## src/hdl/irs_pkg.sv

```systemverilog
// Constants and types shared by the exception entry unit
package irs_pkg;
    // Register byte offsets on the slave bus
    localparam logic [7:0] OFS_PRIO = 8'h00;
    localparam logic [7:0] OFS_MASK = 8'h04;
    localparam logic [7:0] OFS_FLAG = 8'h08;
    localparam logic [7:0] OFS_ENAB = 8'h0C;
    localparam logic [7:0] OFS_STAT = 8'h10;
    // priority_misc_control layout
    localparam int PSEL_LSB = 0;
    localparam int PSEL_W = 4;
    localparam int VIS_BIT = 4;
    localparam logic [3:0] PSEL_RESET = 4'h5;
    // Mask register layout
    localparam int MASK_I_BIT = 0;
    localparam int MASK_X_BIT = 1;
    // condition_code_reg bit positions
    localparam int CCR_X_BIT = 6;
    localparam int CCR_I_BIT = 4;
    // Maskable source indices, default priority order (0 is highest)
    localparam int NUM_SRC = 15;
    localparam logic [3:0] SRC_IRQ = 4'h0;
    localparam logic [3:0] SRC_RTI = 4'h1;
    localparam logic [3:0] SRC_IC1 = 4'h2;
    localparam logic [3:0] SRC_OC1 = 4'h5;
    localparam logic [3:0] SRC_IC4OC5 = 4'h9;
    localparam logic [3:0] SRC_TOF = 4'hA;
    localparam logic [3:0] SRC_PAOV = 4'hB;
    localparam logic [3:0] SRC_PAEDGE = 4'hC;
    localparam logic [3:0] SRC_SPI = 4'hD;
    localparam logic [3:0] SRC_SCI = 4'hE;
    // promote_select codes with special meaning
    localparam logic [3:0] PSEL_TOF = 4'h0;
    localparam logic [3:0] PSEL_PAOV = 4'h1;
    localparam logic [3:0] PSEL_PAEDGE = 4'h2;
    localparam logic [3:0] PSEL_SPI = 4'h3;
    localparam logic [3:0] PSEL_SCI = 4'h4;
    localparam logic [3:0] PSEL_RSVD = 4'h5;
    localparam logic [3:0] PSEL_IRQ = 4'h6;
    localparam logic [3:0] PSEL_RTI = 4'h7;
    localparam logic [3:0] PSEL_IC1 = 4'h8;
    localparam logic [3:0] PSEL_OC1 = 4'hB;
    localparam logic [3:0] PSEL_IC4OC5 = 4'hF;
    // Vector addresses
    localparam logic [15:0] VEC_IRQ = 16'hFFF2;
    localparam logic [15:0] VEC_NONMASKABLE_PIN = 16'hFFF4;
    localparam logic [15:0] VEC_SWI = 16'hFFF6;
    localparam logic [15:0] VEC_ILL = 16'hFFF8;
    // Stack frame
    localparam logic [3:0] FRAME_LAST = 4'h8;
    typedef enum logic [2:0] {ST_IDLE, ST_PUSH, ST_VECTOR, ST_PULL, ST_DRAIN} irs_state_type;
    typedef enum logic [1:0] {K_MASK, K_NONMASKABLE_PIN, K_SWI, K_ILL} irs_kind_type;
endpackage : irs_pkg

```

## src/hdl/irs_exception_unit.sv

```systemverilog
// Interrupt recognition, priority, stacking and return logic of the CPU
//
// Chosen here: the Avalon-MM slave port and the register offsets.
`timescale 1ns/1ps
module irs_exception_unit
    import irs_pkg::*;
#(
    parameter int ADDR_W = 8
) (
    input wire logic clk,
    input wire logic rst,
    input wire logic [ADDR_W-1:0] avsAddress,
    input wire logic avsRead,
    input wire logic avsWrite,
    input wire logic [31:0] avsWriteData,
    input wire logic [3:0] avsByteEnable,
    output logic [31:0] avsReadData,
    output logic avsWaitRequest,
    input wire logic [NUM_SRC-1:1] eventSet,
    input wire logic irqPinN,
    input wire logic xirqPinN,
    input wire logic instrBoundary,
    input wire logic illegalOp,
    input wire logic swiExec,
    input wire logic rtiExec,
    input wire logic [15:0] opAddr,
    input wire logic [15:0] pcIn,
    input wire logic [15:0] iyIn,
    input wire logic [15:0] ixIn,
    input wire logic [7:0] accAIn,
    input wire logic [7:0] accBIn,
    input wire logic [7:0] ccrIn,
    input wire logic [15:0] spIn,
    input wire logic [7:0] stackRdData,
    output logic [15:0] stackAddr,
    output logic [7:0] stackWrData,
    output logic stackWrite,
    output logic stackRead,
    output logic [15:0] vectorAddr,
    output logic vectorValid,
    output logic busy,
    output logic globalIrqMask,
    output logic nonmaskableMask,
    output logic restoreValid,
    output logic [3:0] restoreSel,
    output logic [7:0] restoreData
);
    typedef struct packed {
        logic waitReq;
        logic [31:0] rdData;
        logic [PSEL_W-1:0] psel;
        logic visBit;
        logic maskI;
        logic maskX;
        logic [NUM_SRC-1:1] flags;
        logic [NUM_SRC-1:1] enables;
        irs_state_type state;
        irs_kind_type kind;
        logic [3:0] cnt;
        logic [3:0] entryIdx;
        logic [15:0] pcSave;
        logic [15:0] iySave;
        logic [15:0] ixSave;
        logic [7:0] aSave;
        logic [7:0] bSave;
        logic [7:0] ccrSave;
        logic [15:0] spBase;
        logic [15:0] stkAddr;
        logic [7:0] stkData;
        logic stkWr;
        logic stkRd;
        logic [15:0] vecAddr;
        logic vecValid;
        logic pullValid;
        logic [3:0] pullIdx;
        logic rstValid;
        logic [3:0] rstSel;
        logic [7:0] rstData;
        logic [4:0] lastSrc;
        logic busyFlag;
    } irs_regs_type;

    irs_regs_type cur_ff;
    irs_regs_type nxt_cur;

    // Source index chosen by a promote code
    function automatic logic [3:0] promoteIndex(input logic [3:0] code);
        logic [3:0] idx;
        idx = SRC_IRQ;
        unique case (code)
            PSEL_TOF: idx = SRC_TOF;
            PSEL_PAOV: idx = SRC_PAOV;
            PSEL_PAEDGE: idx = SRC_PAEDGE;
            PSEL_SPI: idx = SRC_SPI;
            PSEL_SCI: idx = SRC_SCI;
            PSEL_RSVD, PSEL_IRQ: idx = SRC_IRQ;
            PSEL_RTI: idx = SRC_RTI;
            default: begin
                if (code < PSEL_OC1) begin
                    idx = 4'(code - PSEL_IC1 + SRC_IC1);
                end else if (code < PSEL_IC4OC5) begin
                    idx = 4'(code - PSEL_OC1 + SRC_OC1);
                end else begin
                    idx = SRC_IC4OC5;
                end
            end
        endcase
        return idx;
    endfunction : promoteIndex

    // Frame byte for a push step, PC low first
    function automatic logic [7:0] frameByte(input irs_regs_type r, input logic [3:0] step);
        logic [7:0] b;
        b = r.ccrSave;
        unique case (step)
            4'h0: b = r.pcSave[7:0];
            4'h1: b = r.pcSave[15:8];
            4'h2: b = r.iySave[7:0];
            4'h3: b = r.iySave[15:8];
            4'h4: b = r.ixSave[7:0];
            4'h5: b = r.ixSave[15:8];
            4'h6: b = r.aSave;
            4'h7: b = r.bSave;
            default: b = r.ccrSave;
        endcase
        return b;
    endfunction : frameByte

    logic [NUM_SRC-1:0] maskReq;
    logic anyMask;
    logic [3:0] winIdx;
    logic [3:0] promIdx;
    logic xirqReq;
    logic busRd;
    logic busWr;
    logic [NUM_SRC-1:1] laneMask;
    logic [NUM_SRC-1:1] wFlagClr;

    always_comb begin
        maskReq[SRC_IRQ] = ~irqPinN & ~cur_ff.maskI;
        maskReq[NUM_SRC-1:1] = cur_ff.flags & cur_ff.enables & {(NUM_SRC-1){~cur_ff.maskI}};
        anyMask = |maskReq;
        xirqReq = ~xirqPinN & ~cur_ff.maskX;
        promIdx = promoteIndex(cur_ff.psel);
        winIdx = SRC_SCI;
        for (int i = NUM_SRC - 1; i >= 0; i--) begin
            if (maskReq[i]) begin
                winIdx = 4'(i);
            end
        end
        if (maskReq[promIdx]) begin
            winIdx = promIdx;
        end
        busRd = avsRead & cur_ff.waitReq;
        busWr = avsWrite & ~cur_ff.waitReq;
        laneMask = {{7{avsByteEnable[1]}}, {7{avsByteEnable[0]}}};
        wFlagClr = '0;
        if (busWr && avsAddress == ADDR_W'(OFS_FLAG)) begin
            wFlagClr = avsWriteData[NUM_SRC-1:1] & laneMask;
        end
    end

    always_comb begin
        nxt_cur = cur_ff;
        nxt_cur.stkWr = 1'b0;
        nxt_cur.stkRd = 1'b0;
        nxt_cur.vecValid = 1'b0;
        nxt_cur.rstValid = 1'b0;
        nxt_cur.pullValid = 1'b0;
        // Bus slave: one wait cycle, write lands at the accepting edge
        nxt_cur.waitReq = ~((avsRead | avsWrite) & cur_ff.waitReq);
        if (busRd) begin
            unique case (avsAddress)
                ADDR_W'(OFS_PRIO): nxt_cur.rdData = {27'h0, cur_ff.visBit, cur_ff.psel};
                ADDR_W'(OFS_MASK): nxt_cur.rdData = {30'h0, cur_ff.maskX, cur_ff.maskI};
                ADDR_W'(OFS_FLAG): nxt_cur.rdData = {17'h0, cur_ff.flags, ~irqPinN};
                ADDR_W'(OFS_ENAB): nxt_cur.rdData = {17'h0, cur_ff.enables, 1'b0};
                ADDR_W'(OFS_STAT): nxt_cur.rdData = {16'h0, 5'h0, cur_ff.state, 3'h0, cur_ff.lastSrc};
                default: nxt_cur.rdData = 32'h0000_0000;
            endcase
        end
        if (busWr && avsByteEnable[0]) begin
            if (avsAddress == ADDR_W'(OFS_PRIO)) begin
                nxt_cur.visBit = avsWriteData[VIS_BIT];
                if (cur_ff.maskI) begin
                    nxt_cur.psel = avsWriteData[PSEL_LSB +: PSEL_W];
                end
            end
            if (avsAddress == ADDR_W'(OFS_MASK)) begin
                nxt_cur.maskI = avsWriteData[MASK_I_BIT];
                nxt_cur.maskX = cur_ff.maskX & avsWriteData[MASK_X_BIT];
            end
        end
        if (busWr && avsAddress == ADDR_W'(OFS_ENAB)) begin
            nxt_cur.enables = (cur_ff.enables & ~laneMask) | (avsWriteData[NUM_SRC-1:1] & laneMask);
        end
        // Set wins over a simultaneous clear
        nxt_cur.flags = (cur_ff.flags & ~wFlagClr) | eventSet;

        unique case (cur_ff.state)
            ST_IDLE: begin
                nxt_cur.cnt = '0;
                nxt_cur.pcSave = pcIn;
                nxt_cur.iySave = iyIn;
                nxt_cur.ixSave = ixIn;
                nxt_cur.aSave = accAIn;
                nxt_cur.bSave = accBIn;
                nxt_cur.ccrSave = ccrIn;
                nxt_cur.ccrSave[CCR_X_BIT] = cur_ff.maskX;
                nxt_cur.ccrSave[CCR_I_BIT] = cur_ff.maskI;
                nxt_cur.spBase = spIn;
                nxt_cur.entryIdx = winIdx;
                if (instrBoundary) begin
                    if (illegalOp) begin
                        nxt_cur.kind = K_ILL;
                        nxt_cur.pcSave = opAddr;
                        nxt_cur.state = ST_PUSH;
                    end else if (swiExec) begin
                        nxt_cur.kind = K_SWI;
                        nxt_cur.state = ST_PUSH;
                    end else if (rtiExec) begin
                        nxt_cur.state = ST_PULL;
                    end else if (xirqReq) begin
                        nxt_cur.kind = K_NONMASKABLE_PIN;
                        nxt_cur.state = ST_PUSH;
                    end else if (anyMask) begin
                        nxt_cur.kind = K_MASK;
                        nxt_cur.state = ST_PUSH;
                    end
                end
            end
            ST_PUSH: begin
                nxt_cur.stkWr = 1'b1;
                nxt_cur.stkAddr = 16'(cur_ff.spBase - 16'(cur_ff.cnt));
                nxt_cur.stkData = frameByte(cur_ff, cur_ff.cnt);
                nxt_cur.cnt = 4'(cur_ff.cnt + 4'h1);
                if (cur_ff.cnt == FRAME_LAST) begin
                    nxt_cur.state = ST_VECTOR;
                end
            end
            ST_VECTOR: begin
                // Masks move only once the condition code byte is in memory
                nxt_cur.vecValid = 1'b1;
                nxt_cur.state = ST_IDLE;
                nxt_cur.maskI = 1'b1;
                if (cur_ff.kind == K_ILL) begin
                    nxt_cur.vecAddr = VEC_ILL;
                    nxt_cur.lastSrc = 5'h12;
                end else if (cur_ff.kind == K_SWI) begin
                    nxt_cur.vecAddr = VEC_SWI;
                    nxt_cur.lastSrc = 5'h11;
                end else if (xirqReq) begin
                    nxt_cur.maskX = 1'b1;
                    nxt_cur.vecAddr = VEC_NONMASKABLE_PIN;
                    nxt_cur.lastSrc = 5'h10;
                end else begin
                    // Vector tied to source index only
                    nxt_cur.vecAddr = 16'(VEC_IRQ - {11'h0, (anyMask ? winIdx : cur_ff.entryIdx), 1'b0});
                    nxt_cur.lastSrc = {1'b0, (anyMask ? winIdx : cur_ff.entryIdx)};
                end
            end
            ST_PULL: begin
                nxt_cur.stkRd = 1'b1;
                nxt_cur.stkAddr = 16'(cur_ff.spBase + 16'(cur_ff.cnt) + 16'h0001);
                nxt_cur.pullValid = cur_ff.stkRd;
                nxt_cur.pullIdx = 4'(FRAME_LAST - cur_ff.cnt);
                nxt_cur.cnt = 4'(cur_ff.cnt + 4'h1);
                if (cur_ff.cnt == FRAME_LAST) begin
                    nxt_cur.state = ST_DRAIN;
                end
            end
            ST_DRAIN: begin
                if (!cur_ff.pullValid && !cur_ff.stkRd) begin
                    nxt_cur.state = ST_IDLE;
                end
            end
        endcase
        // Read data lags the read strobe by one cycle
        if (cur_ff.stkRd) begin
            nxt_cur.pullValid = 1'b1;
            nxt_cur.pullIdx = 4'(FRAME_LAST + 4'h1 - cur_ff.cnt);
        end
        if (cur_ff.pullValid) begin
            nxt_cur.rstValid = 1'b1;
            nxt_cur.rstSel = cur_ff.pullIdx;
            nxt_cur.rstData = stackRdData;
            if (cur_ff.pullIdx == FRAME_LAST) begin
                nxt_cur.maskI = stackRdData[CCR_I_BIT];
                nxt_cur.maskX = stackRdData[CCR_X_BIT];
            end
        end
        nxt_cur.busyFlag = (nxt_cur.state != ST_IDLE);
    end

    always_ff @(posedge clk) begin
        if (rst) begin
            nxt_cur_reset();
        end else begin
            cur_ff <= nxt_cur;
        end
    end

    task automatic nxt_cur_reset();
        cur_ff <= '0;
        cur_ff.waitReq <= 1'b1;
        cur_ff.psel <= PSEL_RESET;
        cur_ff.maskI <= 1'b1;
        cur_ff.maskX <= 1'b1;
        cur_ff.state <= ST_IDLE;
        cur_ff.kind <= K_MASK;
    endtask : nxt_cur_reset

    assign avsReadData = cur_ff.rdData;
    assign avsWaitRequest = cur_ff.waitReq;
    assign stackAddr = cur_ff.stkAddr;
    assign stackWrData = cur_ff.stkData;
    assign stackWrite = cur_ff.stkWr;
    assign stackRead = cur_ff.stkRd;
    assign vectorAddr = cur_ff.vecAddr;
    assign vectorValid = cur_ff.vecValid;
    assign busy = cur_ff.busyFlag;
    assign globalIrqMask = cur_ff.maskI;
    assign nonmaskableMask = cur_ff.maskX;
    assign restoreValid = cur_ff.rstValid;
    assign restoreSel = cur_ff.rstSel;
    assign restoreData = cur_ff.rstData;
endmodule : irs_exception_unit

```

## config.mk

```make
export PLATFORM = sky130hd
export DESIGN_NAME = irs_exception_unit
export DESIGN_NICKNAME = d
export VERILOG_FILES = /design/src/hdl/irs_pkg.sv /design/src/hdl/irs_exception_unit.sv
export SDC_FILE = /design/constraint.sdc
export NUM_CORES = 1
export LEC_CHECK = 0
export BUFFER_PORTS_ARGS = -buffer_cell sky130_fd_sc_hd__buf_2
export CAP_MARGIN = 20
export CORE_MARGIN = 5
export CORE_UTILIZATION = 40
export DETAILED_ROUTE_END_ITERATION = 10
export HOLD_SLACK_MARGIN = 0.03
export PLACE_DENSITY = 0.61
export SLEW_MARGIN = 20
export SYNTH_ARGS = -nofsm -noshare
export SYNTH_HDL_FRONTEND = slang
export SYNTH_SLANG_ARGS = --single-unit
```

## constraint.sdc

```tcl
create_clock -name clk -period 3.3 [get_ports clk]
set_input_delay 0.495 -clock clk [delete_from_list [all_inputs] [get_ports clk]]
set_output_delay 0.495 -clock clk [all_outputs]
set_load 0.02 [all_outputs]
```

Word-level counts from Yosys, hierarchy flattened
Cells that the tools add are included.
{ "classes": {"n_eq_ne": 27, "n_mul": 0, "addsub": 11, "bitwise": 22, "muxes": 59, "magnitude_cmp": 3, "shifts": 0, "div": 0, "reduce_logical": 21} }
{ "ops": {"columns": ["cell", "count"], "rows": [
  ["16-bit 2-to-1 mux", 5],
  ["15-bit one-hot mux with 5 select lines", 1],
  ["4-bit 2-to-1 mux", 18],
  ["14-bit AND", 5],
  ["8-bit one-hot mux with 8 select lines", 1],
  ["5-bit 2-to-1 mux", 9],
  ["4-bit by 3-bit equality test with 1-bit output, second input constant", 8],
  ["16-bit one-hot mux with 2 select lines", 1],
  ["14-bit NOT", 2],
  ["14-bit bitwise OR", 2],
  ["4-bit one-hot mux with 7 select lines", 1],
  ["16-bit by 1-bit adder with 16-bit output, second input constant", 1],
  ["16-bit by 4-bit adder with 16-bit output", 1],
  ["4-bit by 2-bit equality test with 1-bit output, second input constant", 4],
  ["8-bit by 4-bit equality test with 1-bit output, second input constant", 2],
  ["16-bit by 4-bit subtractor with 16-bit output", 1],
  ["3-bit one-hot mux with 5 select lines", 1],
  ["15-bit OR reduction", 1],
  ["14-bit 2-to-1 mux", 1],
  ["2-bit 2-to-1 mux", 7],
  ["13-bit 2-to-1 mux", 1],
  ["3-bit 2-to-1 mux", 4],
  ["4-bit by 1-bit equality test with 1-bit output, second input constant", 2],
  ["4-bit equality test, second input constant", 2],
  ["other kinds (33)", 62]
]} }
{ "totals": {"latchBits": 0, "memories": 0, "romBits": 0, "mem_bits_rw": 0, "out_inout_bits": 92, "reg_bits": 236} }

Logic depth before layout (Yosys ltp)
Gate-level depths: netlist (run 1).
{ "depth": {"word_depth": 22, "ltp_mapped": 13, "ltp_nobuf": 12} }

Worst setup path after synthesis (run 1)
Ideal clock, no wire load.
{ "synth_path": {"path_type": "register to register", "start": "register cur_ff[162] (netlist name)", "end": "register cur_ff (netlist bit stackAddr[12])", "required_ns": 3.214, "stages_incl_launch_ff": 12, "arrival_ns": 2.471, "setup_ns": 0.086, "setup_slack_ns": 0.743, "path_cell_list": "dfxtp_1 > clkbuf_1 > inv_1 > clkbuf_1 > ha_1 > a21oi_1 > o21ai_0 > a21oi_1 > a21boi_0 > o21ai_0 > xor2_1 > a211oi_1"} }
{ "synth_via": {"elab_chain_cells": 3, "elab_cells_between_ends": 4, "cone_classes": "3 x add/sub; 1 x mux"} }
{ "synth_lines": {"columns": ["element", "line", "source"], "rows": [
  ["start, declared", "irs_exception_unit.sv:83", "irs_regs_type cur_ff;"],
  ["start signal, assigned", "irs_exception_unit.sv:299", "cur_ff <= nxt_cur;"],
  ["16-bit by 4-bit adder with 16-bit output", "irs_exception_unit.sv:264", "nxt_cur.stkAddr = 16'(cur_ff.spBase + 16'(cur_ff.cnt) + 16'h0001);"],
  ["16-bit by 1-bit adder with 16-bit output", "irs_exception_unit.sv:264", null],
  ["16-bit one-hot mux with 2 select lines (*)", "irs_exception_unit.sv:200", "unique case (cur_ff.state)"]
]} }
Every way passes the cells marked *; elsewhere a longest branch is shown, timed or not.
A chain may end at the register's enable or synchronous reset.

Worst setup path in the final report (run 1)
{ "layout_path": {"start": "register cur_ff[199] (netlist name)", "end": "register cur_ff (netlist bit vectorAddr[4])"} }
{ "layout_via": {"elab_chain_cells": 13, "elab_cells_between_ends": 26, "cone_classes": "5 x add/sub; 2 x order compare; 7 x eq/ne; 10 x mux; 2 x reduce/logical"} }
{ "layout_lines": {"columns": ["element", "line", "source"], "rows": [
  ["4-bit subtractor", "irs_exception_unit.sv:102", "idx = 4'(code - PSEL_OC1 + SRC_OC1);"],
  ["4-bit by 3-bit adder with 4-bit output", "irs_exception_unit.sv:102", null],
  ["4-bit 2-to-1 mux", "irs_exception_unit.sv:101", "end else if (code < PSEL_IC4OC5) begin"],
  ["4-bit 2-to-1 mux", "irs_exception_unit.sv:99", "if (code < PSEL_OC1) begin"],
  ["4-bit one-hot mux with 7 select lines (*)", "irs_exception_unit.sv:90", "unique case (code)"],
  ["1-bit binary-select mux with 4-bit select", "irs_exception_unit.sv:151", "if (maskReq[promIdx]) begin"],
  ["1-bit 2-to-1 mux (not written as such)", "irs_exception_unit.sv:151", null],
  ["4-bit 2-to-1 mux (*)", "irs_exception_unit.sv:151", null],
  ["4-bit 2-to-1 mux (*)", "irs_exception_unit.sv:258", "nxt_cur.vecAddr = 16'(VEC_IRQ - {11'h0, (anyMask ? winIdx : cur_ff.entryIdx), 1'b0});"],
  ["5-bit by 6-bit subtractor with 7-bit output (*)", "irs_exception_unit.sv:258", null],
  ["16-bit 2-to-1 mux (*)", "irs_exception_unit.sv:252", "end else if (xirqReq) begin"],
  ["16-bit 2-to-1 mux (*)", "irs_exception_unit.sv:249", "end else if (cur_ff.kind == K_SWI) begin"],
  ["16-bit 2-to-1 mux (*)", "irs_exception_unit.sv:246", "if (cur_ff.kind == K_ILL) begin"]
]} }
Every way passes the cells marked *; elsewhere a longest branch is shown, timed or not. The select of a mux whose other input is x is not followed.

==> results of run 1 <==
## sequential cells by signal (all words and copies together) (netlist names), named ones only
| register | count |
|---|---|
| globalIrqMask | 1 |
| stackWrite | 1 |
| stackWrData | 8 |
| restoreData | 8 |
| stackAddr | 16 |
| vectorValid | 1 |
| vectorAddr | 6 |
| cur_ff | 130 |
| stackRead | 1 |
| avsWaitRequest | 1 |
| nonmaskableMask | 1 |
| restoreSel | 4 |
| avsReadData | 15 |
| busy | 1 |
| restoreValid | 1 |
## worst paths after layout
check | startpoint | to | slack, ns
worst max-delay path | cur_ff[199] | vectorAddr[4] | 0.41
worst min-delay path | eventSet[4] | cur_ff[185] | 0.19
worst max register to register | cur_ff[199] | vectorAddr[4] | 0.41
worst min register to register | stackAddr[3] | stackAddr[3] | 0.45
## Yosys cell counts, types with 5 or more instances
master                      instances
sky130_fd_sc_hd__and3_1            10
sky130_fd_sc_hd__or3_1              9
sky130_fd_sc_hd__a22oi_1           21
sky130_fd_sc_hd__nor3_1            23
sky130_fd_sc_hd__inv_1             16
sky130_fd_sc_hd__mux2i_1           54
sky130_fd_sc_hd__o21a_1             5
sky130_fd_sc_hd__buf_1              7
sky130_fd_sc_hd__o21ai_0           47
sky130_fd_sc_hd__nor2b_1            5
sky130_fd_sc_hd__a21oi_1          133
sky130_fd_sc_hd__ha_1              16
sky130_fd_sc_hd__nand3_1           42
sky130_fd_sc_hd__nor2_1           142
sky130_fd_sc_hd__buf_4             88
sky130_fd_sc_hd__nand2b_1           6
sky130_fd_sc_hd__dfxtp_1          209
sky130_fd_sc_hd__a31oi_1           10
sky130_fd_sc_hd__a2bb2oi_1          8
sky130_fd_sc_hd__nand2_1          243
sky130_fd_sc_hd__a211oi_1          16
sky130_fd_sc_hd__a221oi_1          10
sky130_fd_sc_hd__xnor2_1           11
sky130_fd_sc_hd__clkbuf_1          71
sky130_fd_sc_hd__a311oi_1          20
## cells by family after synthesis
family	count (synthesis)	share of synthesized area (%)
compound gates	320	20.0
fa+ha+maj	18	2.30
simple gates	504	20.5
buf+inv	187	9.93
flops	209	40.1
other cells	1	0.0359
mux	60	5.95
xor+xnor	15	1.26
## layer usage
metal  wire, microns  global-route usage [%]
met4             328                    3.44
met2           13800                    31.5
met5               0                       0
met3            2300                    3.84
met1           14100                    28.3
## cell usage in the layout, fill, tap and decap left out, types with 16 or more instances in the layout
cell type and n:
sky130_fd_sc_hd__ha_1 16, sky130_fd_sc_hd__buf_4 24, sky130_fd_sc_hd__buf_2 231, sky130_fd_sc_hd__nand2_1 243
sky130_fd_sc_hd__a311oi_1 20, sky130_fd_sc_hd__clkbuf_16 25, sky130_fd_sc_hd__dfxtp_1 209, sky130_fd_sc_hd__nand3_1 42
sky130_fd_sc_hd__inv_1 16, sky130_fd_sc_hd__a211oi_1 16, sky130_fd_sc_hd__a22oi_1 21, sky130_fd_sc_hd__nor3_1 22
sky130_fd_sc_hd__o21ai_0 47, sky130_fd_sc_hd__nor2_1 142, sky130_fd_sc_hd__mux2i_1 54, sky130_fd_sc_hd__a21oi_1 133
sky130_fd_sc_hd__conb_1 18
## area by class of cell
class | instances | area, sq um | area share (%)
multi-input combinational | 935 | 5300 | 43.9
clock inverter | 5 | 53.8 | 0.446
clock buffer | 34 | 699 | 5.80
tap | 335 | 419 | 3.47
inverter | 17 | 63.8 | 0.529
sequential | 209 | 4180 | 34.7
timing repair buffer | 256 | 1350 | 11.2
## worst max-delay path: cells and delay by family, from the launching register on
family          cells  cell delay (ns)
simple gates        1             0.42
xor+xnor            1             0.12
flops               1             0.63
fa+ha+maj           1             0.22
compound gates      5             1.02
mux                 1             0.33
## power groups by stage
stage	Clock, W	Sequential, W	Combinational, W
floorplan	0	0.00282	0.000674
global placement	0	0.00286	0.000890
detailed placement	0	0.00287	0.000897
CTS	0.00262	0.00282	0.000899
global route	0.00272	0.00284	0.00100
finish	0.00255	0.00281	0.000895
## per-stage QoR
stage / hold WS (ns) / utilization [%]
2_1_floorplan: 0.432 / -
4_1_cts: 0.177 / 46.6
6_report: 0.191 / 46.6
5_1_grt: 0.190 / 46.6
3_3_place_gp: 0.439 / 43.7
3_5_place_dp: 0.444 / 43.7
## repair_timing
item                                    in CTS  in global routing
buffers inserted                             0                  0
endpoints found under the setup margin       0                  1
resized for setup                            0                  1
==> run metrics, run 1 <==
WP data required=roughly 3.7 ns; setup_tns=0 ns; area delta synth->final=15.5%; CTS root buf=sky130_fd_sc_hd__clkbuf_16; filler-free cell count of the finished design=between 1500 and 2000; share of final-layout standard cells stronger than drive strength 1=between 20% and 30%; critical path, cell by cell=or3b_1 > o32a_1 > o21a_1 > a221oi_4 > a31oi_4 > mux2i_1 > ha_1 > xnor2_1 > a21oi_1; fraction of registers with async set or reset after synthesis=0%; detail-routed via count per cell=5.28; hpwl dp=22300 microns; standard cell area after detailed placement=about 0.011 sq mm; Post-synth EDFFs=0; Hold-fix buffers, CTS=0; most used flip-flop cell after synthesis=sky130_fd_sc_hd__dfxtp_1; total DRC errors in the routed layout=0; switching share of power=27.0%; Top Ports=around 270; largest cells by area after synthesis=sky130_fd_sc_hd__dfxtp_1 (40%), sky130_fd_sc_hd__nand2_1 (8.7%), sky130_fd_sc_hd__a21oi_1 (6.4%); Yosys reg bits=between 200 and 250; Clk network pwr share=~40%; start-to-end type of the worst setup path=reg2reg; kind of capture point of the worst setup path=register; first-pass GRT wire length=47300 microns; post-synth top area cell=sky130_fd_sc_hd__dfxtp_1; worst skew pair latency=about 0.51 ns; starting density of the core=40.3%; Die X=172 microns; total number of H-tree levels=1; count of final max-slew check failures=0; FF-to-FF path depth=9; largest incremental delay on the critical path=0.63 ns; total die area=about 0.03 sq mm; Psw=between 0.0015 and 0.002 W; count of maximum capacitance violations=0; unrepaired setup endpoints after global routing=false; CP Max Fanout=14; CTS max path bufs=3; fin crit share=between 80% and 90%; worst hold path type=in2reg; top-area cell type share of the netlist area=about two fifths; Routed WL per cell=about 17 microns; clock-pin slew reported for the worst setup and hold paths after clock tree synthesis=0.06 ns; leakage power=5.24 nW; mean area per synthesized cell=7.95 sq um; number of cells on the worst hold path=3; Worst Path Arrival=~3.3 ns; fin worst setup slack=around 0.41 ns; total internal power=between 0.004 and 0.005 W; status=finished clean; row count=59; placeable core area=roughly 0.026 sq mm; TritonCTS clock tree=done; part of the total power dissipated in combinational logic=around 14%; violation count after the first detailed-route iteration=just over 700; count of final hold-check violations=0; DR pass1 iterations=7; Cell variety after synth=75; total via count in the routed design=about 9500; sequential share of power=45.0%; pre-CTS setup slack=~0.37 ns; maximum number of pins on one net before global-route repair=94; via count of the first global-routing pass=8793; Max transition margin=roughly 34%; total congestion overflow after global routing=0; Critical Path Start Type=register; fillcell total=around 2700; number of buffers created by CTS=24; number of inserted diodes=0; final WL=roughly 31000 microns; Synth Warn #=0; global-route usage over all layers=between 10% and 20%; crit path time final=around 2.9 ns; total power draw=0.00626 W; Peak Freq=between 300 and 400 MHz; Synth Cell Area=0.0104 sq mm; clock sink count=209; antenna violations before repair=0; number of cells after detailed placement=~1800; number of cells produced by synthesis=between 1000 and 1500; sequential cell area fraction in the yosys report=between 40% and 50%; worst vdd ir=around 460 uV; maximum clock skew at final layout=about 0.012 ns; slew of the pin with the lowest slew margin=~1 ns; DRT antenna net count=0; Die Ht=approximately 170 microns; number of endpoints failing setup at the final stage=0; final weighted congestion in routability-driven placement=about 0.9; power per standard cell area=519 mW/mm^2; number of nets in the layout=between 1500 and 2000; slowest stage cell on the critical path=sky130_fd_sc_hd__dfxtp_1; Non-Filler Cell Area, Final=between 0.01 and 0.015 sq mm; quantity of I/O buffers inserted on ports=232
(Power assumes the default switching activity.)
==> inputs of run 2 (changes only) <==
--- a/config.mk
+++ b/config.mk
@@ -6,7 +6,8 @@
 export NUM_CORES = 1
 export LEC_CHECK = 0
 export BUFFER_PORTS_ARGS = -buffer_cell sky130_fd_sc_hd__buf_2
-export CAP_MARGIN = 20
+export CAP_MARGIN = 30
+export CORE_ASPECT_RATIO = 0.75
 export CORE_MARGIN = 5
 export CORE_UTILIZATION = 40
 export DETAILED_ROUTE_END_ITERATION = 10
==> constraint.sdc (replaced) <==
create_clock -name clk -period 3.3 [get_ports clk]
set_input_delay 0.495 -clock clk [delete_from_list [all_inputs] [get_ports clk]]
set_output_delay 0.495 -clock clk [all_outputs]
set_load 0.01 [all_outputs]
==> run metrics, run 2 (same netlist as run 1, synthesis figures left out) <==
total DRC errors in the routed layout=0 (unchanged); maximum clock skew at final layout=0.0134 ns (+0.00107 ns); number of endpoints failing setup at the final stage=0 (unchanged); leakage power=5.30 nW (+1.1%); clock sink count=209 (unchanged); CTS max path bufs=3 (unchanged); clock-pin slew reported for the worst setup and hold paths after clock tree synthesis=0.06 ns (about the same); unrepaired setup endpoints after global routing=false; area delta synth->final=16.8%; pre-CTS setup slack=0.442 ns (+0.0739 ns); row count=51 (-14%); storage element area=0.00418 sq mm (unchanged); crit path from=cur_ff[199]; Die X=197 microns (+15%); fillcell total=2605 (-1.9%); Die Ht=150 microns (-13%); detail-routed via count per cell=5.26 (-0.27%); via count of the first global-routing pass=8941 (+1.7%); R2R Setup Slk=0.40 ns (about the same); startpoint of the worst hold path=eventSet[4]; Peak Freq=344 MHz (-0.34%); count of final max-slew check failures=0 (unchanged); Routed WL per cell=17.5 microns (+2.4%); antenna violations before repair=2 (+2); DRT antenna net count=0 (unchanged); Top Ports=272 (unchanged); crit path time final=2.90 ns (+0.00998 ns); start-to-end type of the worst setup path=reg2reg; count of maximum capacitance violations=0 (unchanged); fin worst setup slack=0.396 ns (-0.00998 ns); final WL=31600 microns (+3.5%); max reg flops=130 (unchanged); quantity of I/O buffers inserted on ports=232 (unchanged); worst vdd ir=369 uV (-20%); FF-to-FF path depth=9 (unchanged); highest-count cells in the layout ignoring fill and taps=sky130_fd_sc_hd__nand2_1 (243), sky130_fd_sc_hd__buf_2 (231), sky130_fd_sc_hd__dfxtp_1 (209); register name with the most flops=cur_ff; Critical Path Start Type=register; Worst Path Arrival=3.27 ns (+0.02 ns); hpwl dp=23300 microns (+4.3%); global-route usage over all layers=20.4% (+0.68 points); reg-to-reg critical path startpoint=cur_ff[199]; capturing instance or port of the critical path=vectorAddr[4]; worst hold path type=in2reg; starting density of the core=40.4% (+0.11 points); total number of H-tree levels=1 (unchanged); Psw=0.00172 W (+1.5%); maximum number of pins on one net before global-route repair=105 (+12%); total internal power=0.00476 W (+4.2%); switching share of power=26.5% (-0.51 points); power per standard cell area=531 mW/mm^2 (+2.3%); multi-input gate area in the final layout=0.00530 sq mm (unchanged); final weighted congestion in routability-driven placement=0.916 (+2.3%); WP data required=3.67 ns (about the same); CTS root buf=sky130_fd_sc_hd__clkbuf_16; setup_tns=0 ns (unchanged); reg2reg end=vectorAddr[4]; slew of the pin with the lowest slew margin=0.863 ns (-0.135 ns); Clk network pwr share=43.2% (+2.4 points); number of buffers created by CTS=24 (unchanged); violation count after the first detailed-route iteration=739 (+1.7%); kind of capture point of the worst setup path=register; DR pass1 iterations=5 (-2); first-pass GRT wire length=49100 microns (+3.8%); fin crit share=88.0% (+0.30 points); total congestion overflow after global routing=0 (unchanged); Hold-fix buffers, CTS=0 (unchanged); number of nets in the layout=1643 (+0.12%); commonest non-fill, non-tap cell in the layout=sky130_fd_sc_hd__nand2_1; total die area=0.0295 sq mm (+0.11%); CP Max Fanout=14 (unchanged); Post-CTS Repair Setup Buffers=0 (unchanged); total via count in the routed design=9519 (+0.73%); part of the total power dissipated in combinational logic=13.4% (-0.9 points); count of final hold-check violations=0 (unchanged); post-CTS sizing=0 (unchanged); share of final-layout standard cells stronger than drive strength 1=22.0% (+0.44 points); placeable core area=0.0258 sq mm (-0.26%); worst skew pair latency=0.51 ns (about the same); Max transition margin=42.4% (+8.9 points); sequential share of power=43.3% (-1.7 points); TritonCTS clock tree=done; status=finished clean
==> run 2: changes by cell type in the layout (fill, tap and decap cells not counted), sizes merged <==
| cell | previous run | this run |
|---|---|---|
| buf | 256 | 258 |
| bufinv | 1 | 2 |
| clkbuf | 34 | 37 |
| clkinv | 5 | 4 |
| clkinvlp | 0 | 1 |
| diode | 0 | 2 |
| inv | 16 | 17 |
==> run 2: final cells by class <==
| cell class | instances | area share (%) |
|---|---|---|
| diodes | 2 | 0.0410 |
| clock buffers | 37 | 6.15 |
| clock inverters | 7 | 0.800 |
| inverters | 17 | 0.523 |
| multi-input cells | 935 | 43.4 |
| flip-flops and latches | 209 | 34.3 |
| well taps | 344 | 3.53 |
| repair buffers | 258 | 11.3 |
==> run 2: stage by stage <==
step / hold WS [ns] / total power (W) / cell area, sq um / util [%] / instances
detailed placement: 0.443 / 0.00374 / 11300 / 43.9 / 1763
finish: 0.193 / 0.00648 / 12200 / 47.2 / 1809
global placement: 0.439 / 0.00372 / 11300 / 43.9 / 1763
floorplan: 0.432 / 0.00345 / 10500 / - / 1331
global route: 0.191 / 0.00677 / 12200 / 47.2 / 1809
CTS: 0.171 / 0.00655 / 12200 / 47.2 / 1807
==> run 2: worst max-delay path, stage by stage, from the launching register on <==
cell and delay (ns):
sky130_fd_sc_hd__dfxtp_1 0.63, sky130_fd_sc_hd__nor2_1 0.14, sky130_fd_sc_hd__a211oi_1 0.39, sky130_fd_sc_hd__nor2_1 0.17, sky130_fd_sc_hd__a211o_1 0.29, sky130_fd_sc_hd__a31oi_4 0.34
sky130_fd_sc_hd__mux2i_1 0.37, sky130_fd_sc_hd__ha_1 0.22, sky130_fd_sc_hd__xnor2_1 0.11, sky130_fd_sc_hd__a21oi_1 0.08
==> run 2: power by group through the flow <==
stage                     Combinational [W]  Sequential [W]  Clock, W
after floorplan                    0.000633         0.00282         0
after global placement             0.000857         0.00286         0
after detailed placement           0.000870         0.00287         0
after CTS                          0.000873         0.00281   0.00287
after global routing               0.000973         0.00283   0.00296
final                              0.000869         0.00281   0.00280
==> run 2: how the worst min path moves through the flow <==
stage | end | depth (start not counted) | slack, ns
6_report | cur_ff[185] | 3 | 0.19
3_3_place_gp | stackAddr[3] | 2 | 0.44
2_1_floorplan | cur_ff[3] | 2 | 0.43
3_5_place_dp | stackAddr[3] | 2 | 0.44
5_1_grt | cur_ff[193] | 3 | 0.19
4_1_cts | cur_ff[186] | 3 | 0.17
==> run 2: layer usage <==
layer  track usage (%)  vias up  routed length [microns]
met5                 0        -                        0
met4              4.26        0                      610
met3              3.08       36                     1860
met2              29.8      298                    13200
met1              31.7     4447                    15900
li1                  -     4738                        -
